## config.mk

```make
export PLATFORM = sky130hd
export DESIGN_NAME = uart_autoflow_control
export DESIGN_NICKNAME = d
export VERILOG_FILES = /design/src/logic/pin_sync.v /design/src/logic/uart_autoflow_control.v
export VERILOG_INCLUDE_DIRS = /design/src /design/src/inc
export SDC_FILE = /design/constraint.sdc
export NUM_CORES = 1
export LEC_CHECK = 0
export BUFFER_PORTS_ARGS = -buffer_cell sky130_fd_sc_hd__buf_2
export CAP_MARGIN = 20
export CORE_MARGIN = 4
export CORE_UTILIZATION = 53
export DETAILED_ROUTE_END_ITERATION = 6
export PLACE_DENSITY = 0.87
export SYNTH_ARGS = -nofsm -noshare
export SYNTH_HDL_FRONTEND = slang
export SYNTH_SLANG_ARGS = --single-unit
```

## constraint.sdc

```tcl
create_clock -name pclk -period 3.9 [get_ports pclk]
set_input_delay 0.39 -clock pclk [delete_from_list [all_inputs] [get_ports pclk]]
set_output_delay 0.39 -clock pclk [all_outputs]
set_load 0.02 [all_outputs]
```

## src/inc/autoflow_defines.vh

```
// Register offsets, field positions and reset values of the autoflow block.
// Included by the autoflow logic; definitions only.
`ifndef AUTOFLOW_DEFINES_VH
`define AUTOFLOW_DEFINES_VH

// Register byte offsets
`define OFS_MODEM_CONTROL 8'h00
`define OFS_ENHANCED_FEATURE 8'h04
`define OFS_MODEM_STATUS 8'h08
`define OFS_FLOW_CONFIG 8'h0C
`define OFS_FLOW_STATUS 8'h10

// Modem control fields
`define MCR_RTS_BIT 1
`define MCR_LOOPBACK_BIT 4
`define MCR_AUTOFLOW_BIT 5
// Enhanced feature fields
`define EFR_AUTO_RTS_BIT 6
`define EFR_AUTO_CTS_BIT 7
// Modem status fields
`define MSR_DELTA_CTS_BIT 0
`define MSR_RING_EDGE_BIT 2
`define MSR_CTS_BIT 4
`define MSR_RING_BIT 6
// Flow config fields
`define CFG_RX_TRIG_LSB 0
`define CFG_RX_TRIG_MSB 1
`define CFG_TX_TRIG_LSB 4
`define CFG_TX_TRIG_MSB 7
`define CFG_MSR_IRQ_EN_BIT 8

// Receive trigger level codes and levels
`define RX_TRIG_CODE_1 2'h0
`define RX_TRIG_CODE_4 2'h1
`define RX_TRIG_CODE_8 2'h2
`define RX_TRIG_CODE_14 2'h3
`define RX_TRIG_LEVEL_1 5'h01
`define RX_TRIG_LEVEL_4 5'h04
`define RX_TRIG_LEVEL_8 5'h08
`define RX_TRIG_LEVEL_14 5'h0E

// Reset values
`define MCR_RESET 8'h00
`define EFR_RESET 8'h00
`define CFG_RESET 9'h001
`define SYNC_RESET 3'h7

`endif

```

## src/logic/pin_sync.v

```verilog
// Two-stage synchroniser for a group of asynchronous pin inputs.
// Assumes the pins idle at the reset level given by the parameter.
`timescale 1ns/1ps
module pin_sync #(
	parameter WIDTH = 3,
	parameter [WIDTH-1:0] RESET_LEVEL = {WIDTH{1'b1}}
) (
	input wire pclk,
	input wire presetn,
	input wire [WIDTH-1:0] pin_in,
	output reg [WIDTH-1:0] pin_sync_out
);
	reg [WIDTH-1:0] meta;

	// First stage feeds only the second stage
	always @(posedge pclk or negedge presetn)
	begin
		if (!presetn)
		begin
			meta <= RESET_LEVEL;
			pin_sync_out <= RESET_LEVEL;
		end
		else
		begin
			meta <= pin_in;
			pin_sync_out <= meta;
		end
	end
endmodule // pin_sync

```

## src/logic/uart_autoflow_control.v

```verilog
// Autoflow control, handshake pins and loopback routing of one serial channel.
// Assumes the receiver, transmitter and FIFOs sit outside on pclk and report
// their levels here; pins arrive asynchronously and are synchronised inside.
//
// Added by the designer: register access over APB and the address map.
`timescale 1ns/1ps
`include "autoflow_defines.vh"
module uart_autoflow_control #(
	parameter FIFO_DEPTH = 16,
	parameter LEVEL_W = 5
) (
	input wire pclk,
	input wire presetn,
	input wire psel,
	input wire penable,
	input wire pwrite,
	input wire [7:0] paddr,
	input wire [31:0] pwdata,
	output reg [31:0] prdata,
	output reg pready,
	output reg pslverr,
	input wire ring_indicate_n_chan_a,
	input wire clear_send_n_chan_a,
	input wire serial_in_chan_a,
	output reg serial_out_chan_a,
	output reg request_send_n_chan_a,
	output reg receive_ready_n_chan_a,
	output reg transmit_ready_n_chan_a,
	input wire [LEVEL_W-1:0] rx_level,
	input wire rx_timeout,
	input wire rx_error,
	input wire rx_first_data_bit,
	input wire [LEVEL_W-1:0] tx_space,
	input wire tx_serial_core,
	output reg rx_serial_core,
	output wire rx_accept,
	output wire tx_start_ok,
	output wire modem_status_irq
);
	localparam [LEVEL_W-1:0] DEPTH = FIFO_DEPTH[LEVEL_W-1:0];
	localparam [LEVEL_W-1:0] ZERO_LEVEL = {LEVEL_W{1'b0}};

	reg [7:0] modem_control_reg;
	reg [7:0] enhanced_feature_reg;
	reg [8:0] flow_config;
	reg delta_cts;
	reg ring_edge;
	reg ring_prev;
	reg cts_prev;
	reg rts_hold;
	wire [2:0] pins_sync;
	wire ring_s;
	wire cts_n_s;
	wire serial_in_s;
	wire auto_rts_en;
	wire auto_cts_en;
	wire loopback;
	wire [1:0] rx_trig_code;
	wire [LEVEL_W-1:0] rx_trig_level;
	wire [3:0] tx_trig;
	wire wr_access;
	wire rd_done;
	wire setup;
	wire ring_rise;
	wire cts_change;
	wire rd_status;
	reg next_rts_hold;
	reg [31:0] next_prdata;
	reg next_err;
	reg [8:0] status_word;

	// Trigger code to byte count, used by receive-ready and flow control
	function [LEVEL_W-1:0] trig_level;
		input [1:0] code;
		begin
			case (code)
				`RX_TRIG_CODE_1: trig_level = `RX_TRIG_LEVEL_1;
				`RX_TRIG_CODE_4: trig_level = `RX_TRIG_LEVEL_4;
				`RX_TRIG_CODE_8: trig_level = `RX_TRIG_LEVEL_8;
				default: trig_level = `RX_TRIG_LEVEL_14;
			endcase
		end
	endfunction

	// Pins cross into pclk before anything looks at them
	pin_sync #(
		.WIDTH(3),
		.RESET_LEVEL(`SYNC_RESET)
	) u_pin_sync (
		.pclk(pclk),
		.presetn(presetn),
		.pin_in({serial_in_chan_a, clear_send_n_chan_a, ring_indicate_n_chan_a}),
		.pin_sync_out(pins_sync)
	);
	assign ring_s = pins_sync[0];
	assign cts_n_s = pins_sync[1];
	assign serial_in_s = pins_sync[2];

	// Mode decode; both enables need the feature bit and the autoflow bit
	// automatic RTS gating
	assign auto_rts_en = enhanced_feature_reg[`EFR_AUTO_RTS_BIT]
		& modem_control_reg[`MCR_AUTOFLOW_BIT] & modem_control_reg[`MCR_RTS_BIT];
	assign auto_cts_en = enhanced_feature_reg[`EFR_AUTO_CTS_BIT]
		& modem_control_reg[`MCR_AUTOFLOW_BIT];
	assign loopback = modem_control_reg[`MCR_LOOPBACK_BIT];
	assign rx_trig_code = flow_config[`CFG_RX_TRIG_MSB:`CFG_RX_TRIG_LSB];
	assign rx_trig_level = trig_level(rx_trig_code);
	assign tx_trig = flow_config[`CFG_TX_TRIG_MSB:`CFG_TX_TRIG_LSB];

	// APB phase decode
	assign setup = psel & ~penable;
	assign wr_access = psel & penable & pready & pwrite;
	assign rd_done = psel & penable & pready & ~pwrite;
	assign rd_status = rd_done & (paddr == `OFS_MODEM_STATUS);

	// next byte starts only while CTS is low
	// without automatic CTS the transmitter is never held
	assign tx_start_ok = ~auto_cts_en | ~cts_n_s;

	// no refusal after RTS drops; only a full FIFO stops the receiver
	assign rx_accept = (rx_level < DEPTH);

	// Ring indicator rises when the active-low pin returns high
	assign ring_rise = ring_s & ~ring_prev;
	assign cts_change = cts_n_s ^ cts_prev;

	// interrupt from sticky flags, gated by the enable bit
	assign modem_status_irq = flow_config[`CFG_MSR_IRQ_EN_BIT] & (ring_edge | delta_cts);

	// Edge history of synchronised pins
	always @(posedge pclk or negedge presetn)
	begin
		if (!presetn)
		begin
			ring_prev <= 1'b1;
			cts_prev <= 1'b1;
		end
		else
		begin
			ring_prev <= ring_s;
			cts_prev <= cts_n_s;
		end
	end

	// Sticky status flags; a new event wins over the clear by read
	always @(posedge pclk or negedge presetn)
	begin
		if (!presetn)
		begin
			ring_edge <= 1'b0;
			delta_cts <= 1'b0;
		end
		else
		begin
			if (ring_rise)
				ring_edge <= 1'b1;
			else if (rd_status)
				ring_edge <= 1'b0;
			// CTS moves are silent while flow control owns it
			if (cts_change & ~auto_cts_en)
				delta_cts <= 1'b1;
			else if (rd_status)
				delta_cts <= 1'b0;
		end
	end

	// Software registers, written at the completing APB edge
	always @(posedge pclk or negedge presetn)
	begin
		if (!presetn)
		begin
			modem_control_reg <= `MCR_RESET;
			enhanced_feature_reg <= `EFR_RESET;
			flow_config <= `CFG_RESET;
		end
		else if (wr_access)
		begin
			if (paddr == `OFS_MODEM_CONTROL)
				modem_control_reg <= pwdata[7:0];
			else if (paddr == `OFS_ENHANCED_FEATURE)
				enhanced_feature_reg <= pwdata[7:0];
			else if (paddr == `OFS_FLOW_CONFIG)
				flow_config <= pwdata[8:0];
		end
	end

	// Receive flow hold; trigger 14 waits for the sixteenth character itself
	always @*
	begin
		next_rts_hold = rts_hold;
		if (rx_trig_code == `RX_TRIG_CODE_14)
		begin
			// hold at first data bit of the sixteenth character
			if (rx_first_data_bit && rx_level >= DEPTH - 5'h01)
				next_rts_hold = 1'b1;
			// release once two bytes of space have been read free
			else if (rx_level < DEPTH - 5'h01)
				next_rts_hold = 1'b0;
		end
		else
		begin
			if (rx_level >= rx_trig_level)
				next_rts_hold = 1'b1;
			// release only once the FIFO is drained
			else if (rx_level == ZERO_LEVEL)
				next_rts_hold = 1'b0;
		end
	end

	// Handshake pin registers; all pins idle high out of reset
	always @(posedge pclk or negedge presetn)
	begin
		if (!presetn)
		begin
			rts_hold <= 1'b0;
			request_send_n_chan_a <= 1'b1;
			receive_ready_n_chan_a <= 1'b1;
			transmit_ready_n_chan_a <= 1'b1;
		end
		else
		begin
			rts_hold <= next_rts_hold;
			// asserted is low, deasserted is high
			request_send_n_chan_a <= ~(modem_control_reg[`MCR_RTS_BIT]
				& ~(auto_rts_en & next_rts_hold));
			// empty or error releases receive-ready first
			if (rx_level == ZERO_LEVEL || rx_error)
				receive_ready_n_chan_a <= 1'b1;
			else if (rx_level >= rx_trig_level || rx_timeout)
				receive_ready_n_chan_a <= 1'b0;
			if (tx_space == ZERO_LEVEL)
				transmit_ready_n_chan_a <= 1'b1;
			else if (tx_space >= {1'b0, tx_trig})
				transmit_ready_n_chan_a <= 1'b0;
		end
	end

	// Serial routing; the loopback mux is registered to keep outputs glitch free
	always @(posedge pclk or negedge presetn)
	begin
		if (!presetn)
		begin
			serial_out_chan_a <= 1'b1;
			rx_serial_core <= 1'b1;
		end
		else
		begin
			// loopback: pin held at mark, receiver fed from transmitter
			serial_out_chan_a <= loopback ? 1'b1 : tx_serial_core;
			rx_serial_core <= loopback ? tx_serial_core : serial_in_s;
		end
	end

	// Read mux for the flow status word
	always @*
	begin
		status_word = 9'h000;
		status_word[LEVEL_W-1:0] = rx_level;
		status_word[5] = rts_hold;
		status_word[6] = auto_rts_en;
		status_word[7] = auto_cts_en;
		status_word[8] = tx_start_ok;
	end

	// Address decode for reads and the error answer
	always @*
	begin
		next_prdata = 32'h00000000;
		next_err = 1'b0;
		if (paddr == `OFS_MODEM_CONTROL)
			next_prdata[7:0] = modem_control_reg;
		else if (paddr == `OFS_ENHANCED_FEATURE)
			next_prdata[7:0] = enhanced_feature_reg;
		else if (paddr == `OFS_MODEM_STATUS)
		begin
			next_prdata[`MSR_DELTA_CTS_BIT] = delta_cts | (cts_change & ~auto_cts_en); // Setup-edge event
			next_prdata[`MSR_RING_EDGE_BIT] = ring_edge | ring_rise; // Not lost to the clear
			next_prdata[`MSR_CTS_BIT] = ~cts_n_s;
			// ring level shown as active high
			next_prdata[`MSR_RING_BIT] = ~ring_s;
		end
		else if (paddr == `OFS_FLOW_CONFIG)
			next_prdata[8:0] = flow_config;
		else if (paddr == `OFS_FLOW_STATUS)
			next_prdata[8:0] = status_word;
		else
			next_err = 1'b1;
	end

	// One-cycle access phase; data captured at setup so prdata is a flop
	always @(posedge pclk or negedge presetn)
	begin
		if (!presetn)
		begin
			pready <= 1'b0;
			pslverr <= 1'b0;
			prdata <= 32'h00000000;
		end
		else
		begin
			pready <= setup;
			if (setup)
			begin
				pslverr <= next_err;
				prdata <= pwrite ? 32'h00000000 : next_prdata;
			end
			else if (!psel)
				pslverr <= 1'b0;
		end
	end
endmodule // uart_autoflow_control

```

# Word-level counts from Yosys, hierarchy flattened

Index checks and enable logic that the tools add are counted.

Reduce and logical (&&, ||, !) cells: 14
Multiplexer cells: 37
Equality and inequality tests: 8
Bitwise gates (word level): 29
Order comparisons: 5

Operators with widths:

| operator                                                                             | number |
|---|---|
| 1-bit two-way mux                                                                    | 30 |
| 9-bit two-way mux                                                                    | 3 |
| 8-bit by 4-bit == test with 1-bit output (second input constant)                     | 2 |
| 8-bit two-way mux                                                                    | 2 |
| 1-bit AND                                                                            | 14 |
| 4-bit case mux with 3 select lines                                                   | 1 |
| 5-bit by 4-bit greater-or-equal comparator with 1-bit output                         | 2 |
| 5-bit zero test                                                                      | 2 |
| 1-bit inverter                                                                       | 10 |
| 8-bit by 3-bit == test with 1-bit output (second input constant)                     | 1 |
| 8-bit by 5-bit == test with 1-bit output (second input constant)                     | 1 |
| 8-bit zero test                                                                      | 1 |
| 2-bit nonzero test                                                                   | 4 |
| 5-bit by 4-bit greater-or-equal comparator with 1-bit output (second input constant) | 1 |
| 5-bit by 4-bit < comparator with 1-bit output (second input constant)                | 1 |
| 5-bit < comparator (second input constant)                                           | 1 |
| 2-bit == test (second input constant)                                                | 2 |
| 1-bit OR                                                                             | 4 |
| 4-bit AND reduction                                                                  | 1 |
| 3-bit AND reduction                                                                  | 1 |
| 2-bit by 1-bit == test with 1-bit output (second input constant)                     | 1 |
| 2-bit zero test                                                                      | 1 |
| 1-bit logical OR                                                                     | 2 |
| 2-bit two-way mux                                                                    | 1 |
| other kinds (4)                                                                      | 4 |

Output and inout port bits: 42
Input port bits: 62
Word-level logic and storage cells: 111
Register bits: 75

# Depth between registers and ports, before layout

Gate-level depths: netlist of the first run.

Depth after elaboration: 9
Gate-level depth with buffers: 8
Depth with buffers taken out: 7

# Modules after synthesis

Synthesis of the first run repeated with hierarchy kept, for this count alone.

Cells, all modules: 247
Area, all modules: 2715.1 sq um

By module, submodules not included:

| module                | times used | cells an instance | area each (sq um) | sequential area each (sq um) |
|---|---|---|---|---|
| uart_autoflow_control | 1          | 241               | 2557.5            | 1161.1 |
| pin_sync              | 1          | 6                 | 157.7             | 157.7 |

# Least setup slack after synthesis of the first run

No wires, ideal clock.

Path kind: register to register
From: register flow_config[0]
To: register request_send_n_chan_a
Path buffers: 0
Required time: 3.809 ns
Path slack: 2.062 ns
Stages on the path, launching flop included: 8
Arrival: 1.747 ns
Period minus slack after synthesis: 1.838 ns
Setup time: 0.091 ns
Path through: dfstp_2 -> inv_1 -> ha_1 -> or2_2 -> a211oi_1 -> a21oi_1 -> a221oi_1 -> o31ai_1

Cells in the longest elaborated chain, start to end: 9
Elaborated cells between the ends (all ways): 12
Classes of those cells: order compare: 1; eq/ne: 3; mux: 3; bitwise: 4; reduce/logical: 1

RTL lines:

| what                                                         | line                        | RTL |
|---|---|---|
| start: declaration                                           | uart_autoflow_control.v:45  | `reg [8:0] flow_config;` |
| start signal: assignment                                     | uart_autoflow_control.v:174 | `` flow_config <= `CFG_RESET; `` |
| start signal: assignment                                     | uart_autoflow_control.v:183 | `flow_config <= pwdata[8:0];` |
| 2-bit == test (tied with other cells)                        | uart_autoflow_control.v:76  | `case (code)` |
| 4-bit case mux with 3 select lines                           | uart_autoflow_control.v:76  |  |
| 5-bit by 4-bit greater-or-equal comparator with 1-bit output | uart_autoflow_control.v:202 | `if (rx_level >= rx_trig_level)` |
| 1-bit two-way mux                                            | uart_autoflow_control.v:202 |  |
| 1-bit two-way mux (*)                                        | uart_autoflow_control.v:191 | `` if (rx_trig_code == `RX_TRIG_CODE_14) `` |
| 1-bit AND (*)                                                | uart_autoflow_control.v:225 | `& ~(auto_rts_en & next_rts_hold));` |
| 1-bit inverter (*)                                           | uart_autoflow_control.v:225 |  |
| 1-bit AND (*)                                                | uart_autoflow_control.v:224 | `` request_send_n_chan_a <= ~(modem_control_reg[`MCR_RTS_BIT] `` |
| 1-bit inverter (*)                                           | uart_autoflow_control.v:224 |  |
| end signal: assignment                                       | uart_autoflow_control.v:224 |  |
| end: declaration                                             | uart_autoflow_control.v:26  | `output reg request_send_n_chan_a,` |

Every way passes the cells marked *; elsewhere a longest branch is shown, timed or not.
A chain may end at the register's enable or synchronous reset.

# Final worst setup path of the first run

From: input paddr[7]
To: register flow_config[8]

Cells in the longest elaborated chain, start to end: 3
Elaborated cells between the ends (all ways): 6
Classes of those cells: eq/ne: 2; bitwise: 2; reduce/logical: 2

RTL lines:

| what                                                                                  | line                       | RTL |
|---|---|---|
| start: declaration                                                                    | uart_autoflow_control.v:17 | `input wire [7:0] paddr,` |
| 8-bit by 3-bit == test with 1-bit output (no line) or 8-bit zero test (tied branches) | n/a                        |  |
| 1-bit inverter (no line)                                                              | n/a                        |  |
| 4-bit AND reduction (no line) (*)                                                     | n/a                        |  |

Marks and branches as above.

==> metrics, run 1 <==
Setup crit start kind=primary input; DR DRC count=0; count leader, synth=dfrtp_1; gr usage total=20.66%; clock latency at the later pin of the worst-skew pair=320 ps; Die Width=~80 µm; FFs w/ async S/R, synth=100.0%; number of synthesized register bits=52; Clock Skew=about 14 ps; Mapped Area=2795 µm²; critical path peak fanout=14; PwrDens=about 340 nW/µm²; count of cell types in the netlist=51; Iter 0 DRT Violations=between 150 and 200; fin crit period=2044 ps; setup TNS=0 ps; run status=complete, no violations; Final period util=52.40%; final WL=about 6.3 mm; P&R area growth vs syn=12.18%; Setup CP Type=primary input to register; vias in the first global route=2063; pin count of the biggest net entering global routing=29; Via density=5.454; maximum vdd drop=0.2282 mV; DR WL/cell=around 16 µm; Worst Hold Class=primary input to asynchronous set/reset pin; area of the core=5107 µm²; DP HPWL=4.747 mm; cell taking the most area after synthesis=dfrtp_1; GRT Residual Overflow=0; EDFF count, synth=0; CTS Root Buffer Type=clkbuf_8; nets=391; Worst Reg2Reg Path Length in Cells=7; Post-synth top cells=dfrtp_1 (38), buf_4 (24), mux2_2 (21), nor2_1 (20), nand2_1 (17); I/O pin count=104; max frequency=489.3 MHz; Inserted Clock Buffers=5; Final Total Pwr=between 1000 and 1500 µW; Primary FF master, synth=dfrtp_1; H-tree levels=2; # setup viols final=0; first-pass GRT wire length=10.25 mm; CTS tree=done; Top Registers=flow_config (9), prdata (9); initial antenna violation count=0; row cnt=26; Leakage Power=0.001517 µW; average size of a mapped cell=10.43 µm²; Initial Util=around 55%; share of cells above drive strength 1=about a third; post-cts gate resize count=0; die height=roughly 80 µm; Least-Margin Pin Slew=601.2 ps; crit end category=register; GPL Wtd Cong=0.9113; most area-consuming cells after synthesis=dfrtp_1 (34%), dfstp_2 (13%), mux2_2 (8.5%), buf_4 (6.4%), ha_1 (3.6%); sequential cell area fraction in the yosys report=47.18%; Setup Fix Bufs, Post-CTS=0; Die Area=6500 µm²; Rel. slew slack=59.61%; synth warn=0; CTS Hold Bufs=0; startpoint of the worst register-to-register path=flow_config[0]$_DFFE_PN1P_; area fraction of the dominant cell type after synthesis=34.02%; clk slew on worst S/H paths=90 ps; final slew viol count=0; Req. time, crit path=4100 ps; Critical Path AT=between 2000 and 2500 ps; CTS max path bufs=2; Port Buffers=57; Mapped Cells=268; FF-to-FF setup slack=1910 ps; Vias=2138; Diodes inserted=0; final hold viol count=0; r2r endpoint=request_send_n_chan_a$_DFF_PN1_; Detail Route Antenna Nets=0; drt first pass iters=4; RSZ-0062 raised after global routing=false; clk sinks=52; # Max-Cap Violations=0
[cell usage in the layout, fill, tap and decap left out, types with 3 or more instances in the layout]
| cell type | n |
|---|---|
| nor2b_1 | 6 |
| o21ai_0 | 15 |
| a22o_1 | 3 |
| a22oi_1 | 8 |
| nor3_1 | 7 |
| nor4_1 | 4 |
| ha_1 | 8 |
| mux2_2 | 21 |
| nand3_1 | 4 |
| nand2b_1 | 6 |
| clkbuf_8 | 5 |
| o31ai_1 | 5 |
| conb_1 | 23 |
| nor2_1 | 20 |
| buf_2 | 57 |
| dfrtp_1 | 38 |
| dfstp_2 | 14 |
| inv_1 | 11 |
| nand2_1 | 17 |
| a21oi_1 | 8 |
[cell families (layout without fill, tap and decap cells)]
logic type / count (synthesis) / after routing / share of synthesized area (%)
fa+ha+maj: 8 / 8 / 3.581
xor+xnor: 2 / 2 / 0.6268
other cells: 1 / 23 / 0.1342
simple gates: 81 / 81 / 15.62
buf+inv: 45 / 77 / 9.982
compound gates: 58 / 58 / 14.41
mux: 21 / 21 / 8.460
flops: 52 / 52 / 47.18
[worst max-delay path: stages]
cell and delay [ps]:
buf_2 100, or3_4 450, nor2_1 310, and3_1 580, mux2_2 400
[report_power, final]
part / total, µW / switching (µW) / internal (µW)
clock network: 375 / 182 / 193
logic: 120 / 82.8 / 36.9
registers: 560 / 5.79 / 554
[final cells by class]
cell class	count	area (µm²)
fill	435	1972
sequential	52	1319
multi-input combinational	193	1280
timing repair buffer	58	292.8
tap	70	87.58
clock buffer	5	68.82
clock inverter	3	46.29
inverter	11	41.29
[worst max path at each step]
stage | startpoint | to | cells past startpoint
after global placement | paddr[7] | flow_config[3]$_DFFE_PN0P_ | 5
after detailed placement | paddr[7] | flow_config[3]$_DFFE_PN0P_ | 5
after CTS | paddr[7] | flow_config[8]$_DFFE_PN0P_ | 5
after floorplan | flow_config[0]$_DFFE_PN1P_ | request_send_n_chan_a$_DFF_PN1_ | 7
final | paddr[7] | flow_config[8]$_DFFE_PN0P_ | 5
after global routing | paddr[2] | flow_config[8]$_DFFE_PN0P_ | 5
[per-layer routing]
layer,global-route usage (%),part of all wire [%],wire (µm)
met2,33.53,49,3063
met4,8.277,1.4,90
met3,4.821,8.2,515
met5,0,0,0
met1,26.55,42,2634
[through the flow]
step                      area, µm²  util [%]  setup slack, ps  cells  hold WS, ps
after global placement         3020     59.14             1565    384        345.9
final                          3136     61.39             1856    392        73.35
after detailed placement       3020     59.14             1549    384        347.2
after CTS                      3136     61.39             1891    392        89.67
after floorplan                2878         -             2062    290        94.41
after global routing           3136     61.39             1723    392        112.9
Note: power is estimated with default switching activity, not from simulation.
==> run 2, diff against run 1 <==
Settings changed: CORE_UTILIZATION 53 to 45, PLACE_DENSITY 0.87 to 0.79.
Clock period 3.9 ns to 1.7 ns, I/O delays scaled along.
==> run 2 against run 1 <==
Cell count grew 8.7%. Worst setup slack got worse by 1900 ps. Non-clock buffer count up 29. Combinational power rose to 2.6 times the previous value. Global-route usage shrank 2.3 points. Core utilization down 4.3 points. Power grew 130%. Clock skew is 7.6 ps lower. Count of clock-buffer cells in the layout is 1 higher. First-iteration DRC count increased by 25%. Sequential share of layout area decreased by 3.5 points. Largest power group unchanged.
==> metrics, run 2 (same netlist as run 1, synthesis figures left out) <==
initial antenna violation count=0; critical path peak fanout=2; Inserted Clock Buffers=5; Final Total Pwr=2424 µW; clock latency at the later pin of the worst-skew pair=approximately 300 ps; Critical Path AT=1890 ps; DP HPWL=around 5 mm; area of the core=5991 µm²; Die Width=slightly below 90 µm; Leakage Power=0.001665 µW; # setup viols final=0; P&R area growth vs syn=22.34%; Via density=5.230; RSZ-0062 raised after global routing=true; Initial Util=46.66%; hold_ws=approximately 55 ps; gr usage total=18.34%; clk sinks=between 50 and 60; crit end category=register; drt first pass iters=4; CTS Root Buffer Type=clkbuf_8; run status=complete, no violations; # Max-Cap Violations=0; PwrDens=709.0 nW/µm²; first-pass GRT wire length=10.67 mm; critical-path cell list=inv_2 > ha_4 > or2_4 > a211oi_2 > a21oi_2 > a221oi_2 > nor2_1; DR DRC count=0; Setup CP Type=register to register; I/O pin count=about 100; Worst Hold Class=primary input to register; Non-Filler Instances=426; row cnt=28; Top Registers=flow_config (9), prdata (9); placed insts=412; commonest cells after routing, fill and taps aside=buf_2 (57), dfrtp_1 (38), buf_4 (25), conb_1 (23), mux2_2 (21); fin crit period=1699 ps; Diodes inserted=0; pin count of the biggest net entering global routing=53; H-tree levels=2; die height=between 80 and 90 µm; share of cells above drive strength 1=40.17%; final slew viol count=0; Req. time, crit path=1890 ps; nets=420; GRT Residual Overflow=0; maximum vdd drop=0.4809 mV; vias in the first global route=2211; Top Family by Delay on Critical Path=flip-flops; final WL=about 6.4 mm; Final Util=57.08%; slowest CP cell=dfstp_2; Vias=2228; Die Area=7537 µm²; most common cell after layout, fill and taps aside=buf_2; Clock Skew=5.891 ps; Detail Route Antenna Nets=0; CTS tree=done; Port Buffers=57; CTS max path bufs=2; Setup crit start kind=register; DR WL/cell=15.04 µm; Worst Path Buf+Inv=1; max frequency=588.5 MHz; GPL Wtd Cong=0.9445; Iter 0 DRT Violations=229; final hold viol count=0; clk slew on worst S/H paths=90 ps; Worst path max stage delay=540 ps; Final period util=99.95%
run 2: cell count changes in the layout (fill, tap and decap cells not counted), sizes merged:
cell	previous run	this run
dlygate4sd3	0	4
buf	58	83
clkbuf	5	6
clkinv	0	1
clkinvlp	1	0
inv	12	11
run 2: where the power goes:
group / switching [µW] / internal, µW / leakage [µW]
Combinational: 199 / 117 / 0.000967
Clock: 386 / 437 / 0.0000552
Sequential: 13.4 / 1270 / 0.000642
Total: 599 / 1830 / 0.00167
run 2: final cells by class:
type | count | area (µm²)
flip-flops and latches | 52 | 1319
clock buffers | 6 | 72.57
well taps | 75 | 93.84
multi-input cells | 193 | 1325
clock inverters | 2 | 35.03
repair buffers | 87 | 533.0
fillers | 523 | 2571
inverters | 11 | 41.29
run 2: path summary, 6_finish.rpt:
check	end	slack, ps	from	cells past startpoint
min in group asynchronous	enhanced_feature_reg[2]$_DFFE_PN0P_	380	presetn	3
worst min register to register	u_pin_sync.pin_sync_out[0]$_DFF_PN1_	360	u_pin_sync.meta[0]$_DFF_PN1_	0
worst max register to register	rts_hold$_DFF_PN0_	0.9	flow_config[0]$_DFFE_PN1P_	7
worst min-delay path	serial_out_chan_a$_DFF_PN1_	60	tx_serial_core	2
worst max-delay path	rts_hold$_DFF_PN0_	0.9	flow_config[0]$_DFFE_PN1P_	7
max in group asynchronous	transmit_ready_n_chan_a$_DFFE_PN1P_	1050	presetn	3
run 2: stage by stage:
| stage | setup slack, ps | area, µm² | TNS, ps |
|---|---|---|---|
| finish | 0.8691 | 3420 | 0 |
| global route | -90.58 | 3420 | -180.6 |
| CTS | -12.11 | 3403 | -12.11 |
| detailed placement | -84.56 | 3229 | -1001 |
| global placement | -66.10 | 3229 | -736.0 |
| floorplan | 25.62 | 2895 | 0 |
run 2: worst reg2reg max path, stage by stage (launching register included):
cell      delay (ps)
dfstp_2          540
inv_2             50
ha_4             200
or2_4            220
a211oi_2         210
a21oi_2           70
a221oi_2         240
nor2_1            70
run 2: layer usage:
metal	share of wire [%]	up-vias	global-route usage, %
met4	2.0	0	7.082
met5	0	-	0
met3	7.7	11	4.183
met1	43	1066	23.90
li1	-	1065	-
met2	47	86	29.61
run 2: timing repair:
item	CTS	global route
resized for setup	3	2
endpoints found under the hold margin	41	0
setup endpoints to repair	3	3
hold buffers	4	0
pin swaps	1	2
setup buffers	1	1
==> run 3, diff against run 2 <==
Settings changed: BUFFER_PORTS_ARGS -buffer_cell sky130_fd_sc_hd__buf_2 to -buffer_cell sky130_fd_sc_hd__buf_4, CORE_UTILIZATION 45 to 53, PLACE_DENSITY 0.79 to 0.87.
Clock period 1.7 ns to 2.1 ns, I/O delays scaled along.
==> run 3 against run 2 <==
Global-route usage increased by 2.2 points. Highest routed layer unchanged. Count of clock-buffer cells in the layout unchanged. Die area decreased by 14%. Critical path depth unchanged.
==> metrics, run 3 (same netlist as run 1, synthesis figures left out) <==
run status=complete, no violations; Die Width=80.62 µm; GRT Residual Overflow=0; CTS max path bufs=2; P&R area growth vs syn=20.73%; die height=80.62 µm; Port Buffers=57; drt first pass iters=4; Detail Route Antenna Nets=0; DR DRC count=0; clock latency at the later pin of the worst-skew pair=~300 ps; Rel. slew slack=between 50% and 60%; Die Area=6500 µm²; clk slew on worst S/H paths=90 ps; critical-path cell list=inv_1 > ha_1 > or2_2 > a211oi_1 > a21oi_1 > a221oi_2 > nor2_1; max frequency=527.5 MHz; DP HPWL=about 4.8 mm; DR WL/cell=15.93 µm; Diodes inserted=0; gr usage total=around a fifth; # Max-Cap Violations=0; share of cells above drive strength 1=35.93%; crit end category=register; critical path peak fanout=3; Clock Skew=6.390 ps; H-tree levels=2; I/O pin count=roughly 100; maximum vdd drop=about 0.45 mV; Worst path max stage delay=560 ps; Leakage Power=0.001614 µW; Setup CP Type=register to register; vias in the first global route=2111; Vias=2224; PwrDens=580.2 nW/µm²; # setup viols final=0; CTS tree=done; Least-Margin Pin Slew=625.5 ps; Top Registers=flow_config (9), prdata (9); Critical Path AT=~2100 ps; GPL Wtd Cong=around 0.9; Via density=between 5 and 6; final hold viol count=0; CTS Root Buffer Type=clkbuf_8; Worst Hold Class=primary input to register; final slew viol count=0; first-pass GRT wire length=approximately 10 mm; commonest cells after routing, fill and taps aside=buf_4 (67), dfrtp_1 (38), conb_1 (23), mux2_2 (21), nor2_1 (20); area of the core=5107 µm²; initial antenna violation count=0; slowest CP cell=dfstp_2; setup TNS=0 ps; Req. time, crit path=2290 ps; DP Area=3216 µm²; Initial Util=54.73%; Finished Cell Area=about 3400 µm²; pin count of the biggest net entering global routing=53; nets=~400; Iter 0 DRT Violations=roughly 170; row cnt=26; final WL=6.436 mm; most common cell after layout, fill and taps aside=buf_4; clk sinks=52; Setup crit start kind=register; RSZ-0062 raised after global routing=false; Final period util=roughly 90%; Inserted Clock Buffers=5; fin crit period=1896 ps
-- run 3: changes by cell type in the layout (fill, tap and decap cells not counted), moves of 2 or more --
cell     delta
buf_2      -57
buf_4      +42
o21ai_0     +2
o21ai_1     -2
-- run 3: worst paths after layout --
path / from / slack, ps / endpoint / cells past startpoint
min in group asynchronous: presetn / 480 / prdata[2]$_DFFE_PN0P_ / 2
min reg2reg: u_pin_sync.meta[0]$_DFF_PN1_ / 350 / u_pin_sync.pin_sync_out[0]$_DFF_PN1_ / 0
max reg2reg: flow_config[0]$_DFFE_PN1P_ / 200 / rts_hold$_DFF_PN0_ / 7
max: flow_config[0]$_DFFE_PN1P_ / 200 / rts_hold$_DFF_PN0_ / 7
max in group asynchronous: presetn / 1210 / enhanced_feature_reg[7]$_DFFE_PN0P_ / 2
min: ring_indicate_n_chan_a / 20 / u_pin_sync.meta[0]$_DFF_PN1_ / 1
-- run 3: timing repair --
action / 4_1_cts / 5_1_grt
hold buffers: 2 / 1
setup endpoints to repair: 0 / 2
resized for setup: 0 / 1
buffers inserted: 0 / 2
hold endpoints to repair: 39 / 1
-- run 3: worst max-delay path: cells and delay by family (launching register included) --
family          cells  cell delay, ps
buf+inv             1              70
compound gates      3             550
flops               1             560
fa+ha+maj           1             260
simple gates        2             350
-- run 3: where the power goes --
group          internal [µW]  switching [µW]
Combinational           99.7             156
Clock                    354             308
Sequential              1030            11.3
-- run 3: routing by layer --
metal | vias to the layer above | global-route usage [%] | routed length [µm]
met5 | - | 0 | 0
met3 | 12 | 4.933 | 515
met1 | 1078 | 27.15 | 2703
met2 | 99 | 33.11 | 3113
met4 | 0 | 6.926 | 104
li1 | 1035 | - | -
-- run 3: final cells by class --
type	instances	area [µm²]
flip-flops and latches	52	1319
multi-input cells	193	1286
inverters	11	41.29
fillers	421	1733
clock buffers	6	72.57
well taps	70	87.58
repair buffers	70	533.0
clock inverters	2	35.03
-- run 3: through the flow --
step                      cells  setup WS, ps  hold slack [ps]  power, µW  utilization, %
after floorplan             290         262.2           -85.59       1215               -
after global placement      391         167.9            266.3       1302           62.96
after detailed placement    391         98.74            271.9       1307           62.96
after CTS                   401         87.53            6.571       1968           65.46
after global routing        404         43.32           0.4828       2047           66.07
final                       404         204.1            15.99       1958           66.07
